### config.mk
export PLATFORM = sky130hd
export DESIGN_NAME = tse_trap_syndrome_encoder
export DESIGN_NICKNAME = d
export VERILOG_FILES = /design/src/tse_pkg.sv /design/src/tse_trap_syndrome_encoder.sv
export SDC_FILE = /design/constraint.sdc
export NUM_CORES = 1
export LEC_CHECK = 0
export BUFFER_PORTS_ARGS = -buffer_cell sky130_fd_sc_hd__buf_4
export CORE_MARGIN = 2
export CORE_UTILIZATION = 44
export CTS_BUF_LIST = sky130_fd_sc_hd__clkbuf_8
export DETAILED_ROUTE_END_ITERATION = 8
export HOLD_SLACK_MARGIN = 0.06
export PLACE_DENSITY = 0.81
export SYNTH_ARGS = -nofsm -noshare
export SYNTH_HDL_FRONTEND = slang
export SYNTH_SLANG_ARGS = --single-unit
### constraint.sdc
create_clock -name ref_clk -period 2.22 [get_ports ref_clk]
set_clock_uncertainty 0.05 [all_clocks]
set_input_delay 0.555 -clock ref_clk [delete_from_list [all_inputs] [get_ports ref_clk]]
set_output_delay 0.555 -clock ref_clk [all_outputs]
set_load 0.05 [all_outputs]
### src/tse_pkg.sv
// constants and types for the trap syndrome encoder
package tse_pkg;
  // exception classes
  localparam logic [5:0] CLS_LDST = 6'h06;
  localparam logic [5:0] CLS_FP = 6'h07;
  localparam logic [5:0] CLS_VEC = 6'h19;
  localparam logic [5:0] CLS_NONE = 6'h00;
  // field values
  localparam logic [3:0] CODE_FIELD_A_ALWAYS = 4'hE;
  localparam logic [3:0] REG_PC32 = 4'hF;
  localparam logic [4:0] REG_ZR64 = 5'h1F;
  // syndrome field positions
  localparam int SYN_VALID = 24;
  localparam int CODE_FIELD_A_HI = 23;
  localparam int CODE_FIELD_A_LO = 20;
  localparam int IMM_HI = 19;
  localparam int IMM_LO = 12;
  localparam int RSV_HI = 11;
  localparam int RSV_LO = 10;
  localparam int BASE_HI = 9;
  localparam int BASE_LO = 5;
  localparam int UP_BIT = 4;
  localparam int AM_HI = 3;
  localparam int AM_LO = 1;
  localparam int DIR_BIT = 0;
  localparam int AM_FORM = 2;
  // register map, byte addresses
  localparam logic [7:0] ADR_CTRL = 8'h00;
  localparam logic [7:0] ADR_SYND = 8'h04;
  localparam logic [7:0] ADR_STAT = 8'h08;
  localparam int CTRL_PASS_OWN = 0;
  localparam int CTRL_FP_PRES = 1;
  localparam int CTRL_VEC_PRES = 2;
  localparam logic [2:0] CTRL_RST = 3'b110;
  localparam int STAT_VALID = 0;
  localparam int STAT_LVL_LO = 1;
  localparam logic [1:0] LVL_ONE = 2'h1;
  localparam logic [1:0] LVL_TWO = 2'h2;
  localparam logic [1:0] LVL_THREE = 2'h3;

  typedef enum logic [1:0] {
    KIND_LDST = 2'h0,
    KIND_FP = 2'h1,
    KIND_VEC = 2'h2,
    KIND_ILL = 2'h3
  } tse_kind_type;

  typedef enum logic [1:0] {
    ST_EMPTY = 2'b01,
    ST_HELD = 2'b10
  } tse_state_type;

  typedef struct packed {
    tse_kind_type kind;
    logic from_wide;
    logic compact;
    logic conditional;
    logic known_pass;
    logic [3:0] code_field_a;
    logic [7:0] imm_byte;
    logic [3:0] base;
    logic unpred;
    logic up;
    logic literal;
    logic pre;
    logic wback;
    logic load;
    logic [5:0] ill_class;
    logic [1:0] cur_level;
  } tse_trap_type;

  typedef struct packed {
    logic [5:0] cls;
    logic [24:0] info;
  } tse_synd_type;
endpackage : tse_pkg

### src/tse_trap_syndrome_encoder.sv
// trap syndrome encoder with wishbone register access
//
// Decided for this implementation: the Wishbone interface to the registers and the placing of the registers.
`timescale 1ns/1ps

module tse_trap_syndrome_encoder
  import tse_pkg::*;
#(
  parameter bit COMPACT_CV = 1'b1
)
(
  input wire logic ref_clk,
  input wire logic rst_n,
  input wire logic wb_cyc,
  input wire logic wb_stb,
  input wire logic wb_we,
  input wire logic [7:0] wb_adr,
  input wire logic [3:0] wb_sel,
  input wire logic [31:0] wb_dat_w,
  output logic [31:0] wb_dat_r,
  output logic wb_ack,
  input wire logic trap_take,
  input wire tse_trap_type trap_info,
  input wire logic debug_comms_trap,
  input wire logic debug_comms_to_two,
  input wire logic debug_access_trap_two,
  input wire logic debug_access_trap_three,
  output tse_synd_type syndrome_info,
  output logic syndrome_valid,
  output logic [1:0] route_level
);

  ////////////////////////////////////////////////////////////////////////
  // condition pair shared by load/store and fp encodings
  function automatic logic [4:0] code_field_a_pair(
    input tse_trap_type t,
    input logic pass_own
  );
    logic [4:0] r;
    r = {1'b1, CODE_FIELD_A_ALWAYS};
    if (t.from_wide)
    begin
      r = {1'b1, CODE_FIELD_A_ALWAYS};
    end
    else if (t.compact)
    begin
      // fixed per build; software then reads the saved it state
      r = code_field_a_applies(t, COMPACT_CV);
    end
    else if (t.conditional && !(t.known_pass && !pass_own))
    begin
      r = {1'b1, t.code_field_a};
    end
    return r;
  endfunction : code_field_a_pair

  function automatic logic [4:0] code_field_a_applies(
    input tse_trap_type t,
    input logic valid_bit
  );
    logic [4:0] r;
    r = {valid_bit, t.conditional ? t.code_field_a : CODE_FIELD_A_ALWAYS};
    return r;
  endfunction : code_field_a_applies

  ////////////////////////////////////////////////////////////////////////
  // registers
  tse_state_type state_reg;
  tse_state_type state_next;
  tse_synd_type synd_reg;
  tse_synd_type synd_next;
  logic [2:0] ctrl_reg;
  logic [2:0] ctrl_next;
  logic [1:0] level_reg;
  logic [1:0] level_next;
  logic ack_reg;

  ////////////////////////////////////////////////////////////////////////
  // bus decode
  wire logic bus_req = wb_cyc && wb_stb && !ack_reg;
  wire logic bus_wr = bus_req && wb_we && wb_sel[0];
  wire logic hit_ctrl = wb_adr == ADR_CTRL;
  wire logic hit_synd = wb_adr == ADR_SYND;
  wire logic hit_stat = wb_adr == ADR_STAT;
  wire logic wr_ctrl = bus_wr && hit_ctrl;
  wire logic clr_valid = bus_wr && hit_stat && wb_dat_w[STAT_VALID];
  wire logic [31:0] rd_ctrl = {29'h0, ctrl_reg};
  wire logic [31:0] rd_synd = {1'b0, synd_reg};
  wire logic [31:0] rd_stat = {29'h0, level_reg, state_reg == ST_HELD};
  wire logic [31:0] rd_data = hit_ctrl ? rd_ctrl :
                              hit_synd ? rd_synd :
                              hit_stat ? rd_stat : 32'h0000_0000;

  ////////////////////////////////////////////////////////////////////////
  // syndrome assembly
  wire logic pass_own = ctrl_reg[CTRL_PASS_OWN];
  wire logic fp_pres = ctrl_reg[CTRL_FP_PRES];
  wire logic vec_pres = ctrl_reg[CTRL_VEC_PRES];
  wire logic [4:0] valid_code_field_a = code_field_a_pair(trap_info, pass_own);

  // literal form exists only for full-set loads
  wire logic lit_ok = trap_info.load && !trap_info.compact;
  wire logic am_form = trap_info.literal && lit_ok;
  // literal forms carry no write-back, which keeps 101/111 out
  wire logic am_wb = trap_info.wback && !am_form;
  wire logic [2:0] am_val = {am_form, trap_info.pre, am_wb};

  // pc as base maps to the wide zero register view
  wire logic base_pc = trap_info.base == REG_PC32;
  // unpredictable case takes the same value as the defined one
  wire logic [4:0] base_val = base_pc ? REG_ZR64 :
                              {1'b0, trap_info.base};
  // literal form still copies the field; software ignores it
  wire logic [4:0] base_rep = base_val;

  logic [24:0] syn_ldst;
  always_comb
  begin
    syn_ldst = '0;
    syn_ldst[SYN_VALID] = valid_code_field_a[4];
    syn_ldst[CODE_FIELD_A_HI:CODE_FIELD_A_LO] = valid_code_field_a[3:0];
    syn_ldst[IMM_HI:IMM_LO] = trap_info.imm_byte;
    syn_ldst[RSV_HI:RSV_LO] = 2'b00;
    syn_ldst[BASE_HI:BASE_LO] = base_rep;
    syn_ldst[UP_BIT] = trap_info.up;
    syn_ldst[AM_HI:AM_LO] = am_val;
    syn_ldst[DIR_BIT] = trap_info.load;
  end

  wire logic [24:0] syn_fp = {valid_code_field_a, 20'h0_0000};
  // fp traps take class CLS_FP unless fp and vector are both absent; vector traps take CLS_VEC only when vector is present, else CLS_NONE
  wire logic fp_kind = trap_info.kind == KIND_FP;
  wire logic fp_none = !fp_pres && !vec_pres;
  wire logic [5:0] cls_fp = fp_none ? CLS_NONE : CLS_FP;
  wire logic [5:0] cls_vec = vec_pres ? CLS_VEC : CLS_NONE;

  always_comb
  begin
    synd_next = synd_reg;
    if (trap_take)
    begin
      case (trap_info.kind)
        KIND_LDST: synd_next = '{cls: CLS_LDST, info: syn_ldst};
        KIND_FP: synd_next = '{cls: cls_fp, info: syn_fp};
        KIND_VEC: synd_next = '{cls: cls_vec, info: 25'h000_0000};
        KIND_ILL: synd_next = '{cls: trap_info.ill_class, info: 25'h000_0000};
        default: synd_next = synd_reg;
      endcase
    end
  end

  ////////////////////////////////////////////////////////////////////////
  // debug data register routing, lowest enabled level wins
  wire logic lvl_le_one = trap_info.cur_level <= LVL_ONE;
  wire logic lvl_le_two = trap_info.cur_level <= LVL_TWO;
  wire logic [1:0] comms_lvl = debug_comms_to_two ? LVL_TWO : LVL_ONE;
  wire logic use_comms = debug_comms_trap && lvl_le_one;
  wire logic use_two = debug_access_trap_two && lvl_le_two;
  wire logic [1:0] route_calc = use_comms ? comms_lvl :
                                use_two ? LVL_TWO :
                                debug_access_trap_three ? LVL_THREE :
                                trap_info.cur_level;
  wire logic ldst_take = trap_take && trap_info.kind == KIND_LDST;

  always_comb
  begin
    level_next = ldst_take ? route_calc : level_reg;
  end

  ////////////////////////////////////////////////////////////////////////
  // holding state; a new trap wins over a software clear
  always_comb
  begin
    case (state_reg)
      ST_EMPTY: state_next = trap_take ? ST_HELD : ST_EMPTY;
      ST_HELD: state_next = (clr_valid && !trap_take) ? ST_EMPTY : ST_HELD;
      default: state_next = ST_EMPTY;
    endcase
  end

  always_comb
  begin
    ctrl_next = wr_ctrl ? wb_dat_w[2:0] : ctrl_reg;
  end

  ////////////////////////////////////////////////////////////////////////
  // flops
  always_ff @(posedge ref_clk)
  begin
    if (!rst_n)
    begin
      state_reg <= ST_EMPTY;
      ctrl_reg <= CTRL_RST;
      level_reg <= LVL_ONE;
      ack_reg <= 1'b0;
    end
    else
    begin
      state_reg <= state_next;
      ctrl_reg <= ctrl_next;
      level_reg <= level_next;
      ack_reg <= bus_req;
    end
  end

  // zero is one legal unknown value; keeps outputs defined
  always_ff @(posedge ref_clk)
  begin
    if (!rst_n)
    begin
      synd_reg <= '0;
    end
    else
    begin
      synd_reg <= synd_next;
    end
  end

  always_ff @(posedge ref_clk)
  begin
    if (!rst_n)
    begin
      wb_dat_r <= 32'h0000_0000;
    end
    else if (bus_req)
    begin
      wb_dat_r <= rd_data;
    end
  end

  assign wb_ack = ack_reg;
  assign syndrome_info = synd_reg;
  assign syndrome_valid = state_reg == ST_HELD;
  assign route_level = level_reg;

  wire logic t_code_field_a = trap_take && trap_info.kind inside {KIND_LDST, KIND_FP};
  wire logic t_full = t_code_field_a && !trap_info.from_wide && !trap_info.compact;
endmodule : tse_trap_syndrome_encoder

==> impl_metrics.yaml <==
status:
  status: "finished, final reports clean"
global_routing:
  antenna_found_initial: 0
  grt_max_degree: 27
  grtUsageTotal: 0.224
  grt_pass1_wl_um: 11200
  grt_pass1_vias: 2405
  grt_remaining_overflow: 0
clocking:
  cts_resized: 0
  path_clk_slew_ps: 80
  insertion_delay_ps: 330
  ctsHoldBuffers: 0
  cts_buffers: 9
  root_buffer: "clkbuf_8"
  cts_setup_buffers: 0
  tritoncts: "built"
  htreeDepth: 3
  cts_buffer_depth: 2
  cts.sinks: 66
synthesis:
  ys.flop_type: "dfxtp_1"
  yosysUniqueCellTypes: 44
  synth.area.mux_share: 0.0116
  synth-adder-area-share: 0.00967
  ys_seq_elements: 66
  synth_edf_count: 0
  synth_xor_area_frac: 0
  ys_seq_area_frac: 0.510
  synth_compound_area_frac: 0.236
  ys_warn_count: 0
  synth_top_family_by_area: "compound AO/OA/AOI/OAI gates"
  synth_area_per_cell_um2: 10.1
  syn_area_um2: 2590
  yosys.area_share.simple: 0.175
  synthCells: 257
  ys_async_sr_fraction: 0
finish:
  fin_cells: 454
  fin_nets: 469
  drive_gt1_frac: 0.448
  final_area_um2: 3770
  utilization: 0.672
  final_cell_mix: "buf_4, dfxtp_1, nor2_1"
  final_common_cell: "buf_4"
  antenna_cells: 0
  syn2layout_area_growth_pct: 45.7
  fillers: 460
setup_path:
  critical_path_required_ps: 2430
  criticalPathCategory: "input pin to flop"
  critPathMaxFanout: 4
  arrival_ps: 1990
  end_kind: "flop"
  start_kind: "input pin"
place:
  hpwl_um: 5220
  io_buffers: 118
  dpl.cell_count: 438
  dpl_cell_area_um2: 3540
  gp_congestion: 0.824
timing:
  final.period_utilization: 0.801
  period_minus_slack_ps: 1780
  slew_viol_final: 0
  rsz0062_at_grt: "false"
  finalSetupViolCount: 0
  tightest_slew_ps: 560
  hold_violations: 0
  max_freq_mhz: 563
  slew_headroom: 0.626
  setup-tns-final_ps: 0
job:
  drv_cap: 0
die:
  fp.dieW_um: 80.7
  row_count: 27
  start_util: 0.462
  fp.coreArea_um2: 5610
  die_h_um: 80.7
  die_area_um2: 6510
  ios: 157
power_and_ir_drop:
  power.density_nw_per_um2: 725
  total_power_mw: 2.74
  power_leakage_nw: 1.67
  irDropWorstVdd_mv: 0.392
route:
  via_per_inst: 5.50
  route.vias.total: 2495
  drtIter0Drc: 92
  drcViolationCount: 0
  wl_per_cell_um: 15.6
  routed_wl_um: 7100
  first_pass_iters: 4
  ant_nets: 0
worst_hold_path:
  hp-class: "input pin to flop"
==> worst paths after layout <==
path | depth (start not counted) | end | start | slack (ps)
setup / recovery | 4 | wb_dat_r[2] | wb_adr[5] | 440
hold / removal | 3 | syndrome_info[13] | trap_info[19] | 400
setup reg to reg | 4 | wb_dat_r[22] | wb_ack | 770
hold reg to reg | 1 | wb_dat_r[29] | wb_dat_r[29] | 440
==> per-layer routing <==
metal / global-route usage / up-vias / routed length (µm)
met5: 0 / - / 0
met4: 0.102 / 0 / 83
met3: 0.0472 / 9 / 514
met2: 0.389 / 109 / 3570
met1: 0.266 / 1195 / 2930
li1: - / 1182 / -
==> where the power goes <==
part / switching [mW] / internal [mW]
clock: 0.470 / 0.665
combinational: 0.219 / 0.149
sequential: 0.0215 / 1.21
total: 0.710 / 2.02
==> worst max-delay path, cell delays in order <==
cell and delay [ps]:
buf_4 110, or4_4 580, or4_1 560, o2bb2ai_1 190
==> kinds of logic after synthesis <==
family          after synthesis
simple gates                 79
buf+inv                      29
flops                        66
fa+ha+maj                     2
mux                           3
compound gates               77
other cells                   1
==> Yosys cell counts, types with 3 or more instances <==
cell	number	area (µm²)
nand3b_1	5	37.5
nor3_1	6	30.0
inv_1	7	26.3
o2bb2ai_1	3	26.3
dfxtp_1	66	1320
and3_1	3	18.8
a22o_1	6	52.6
o21ai_0	8	40.0
or3_1	5	31.3
mux2i_1	3	30.0
nand3_1	6	30.0
nand2b_1	6	37.5
buf_4	5	37.5
a32oi_1	4	35.0
clkbuf_1	13	48.8
nor3b_1	3	22.5
nor2_1	21	78.8
a22oi_1	14	105
nand2_1	10	37.5
a22o_2	20	200
or4_1	4	30.0
a21oi_1	11	55.1
==> cell type report <==
class / instances / area [µm²] / area share
clock inverter: 6 / 88.8 / 0.0236
clock buffer: 10 / 138 / 0.0365
inverter: 8 / 30.0 / 0.00796
timing repair buffer: 126 / 958 / 0.254
tap: 72 / 90.1 / 0.0239
multi-input combinational: 166 / 1140 / 0.304
sequential: 66 / 1320 / 0.350
==> per-stage QoR <==
step,setup WS [ps],hold WS [ps]
3_3_place_gp,149,416
4_1_cts,441,395
2_1_floorplan,238,393
6_report,442,400
3_5_place_dp,105,418
5_1_grt,378,401
No activity file was read; power rests on OpenSTA's default activity.
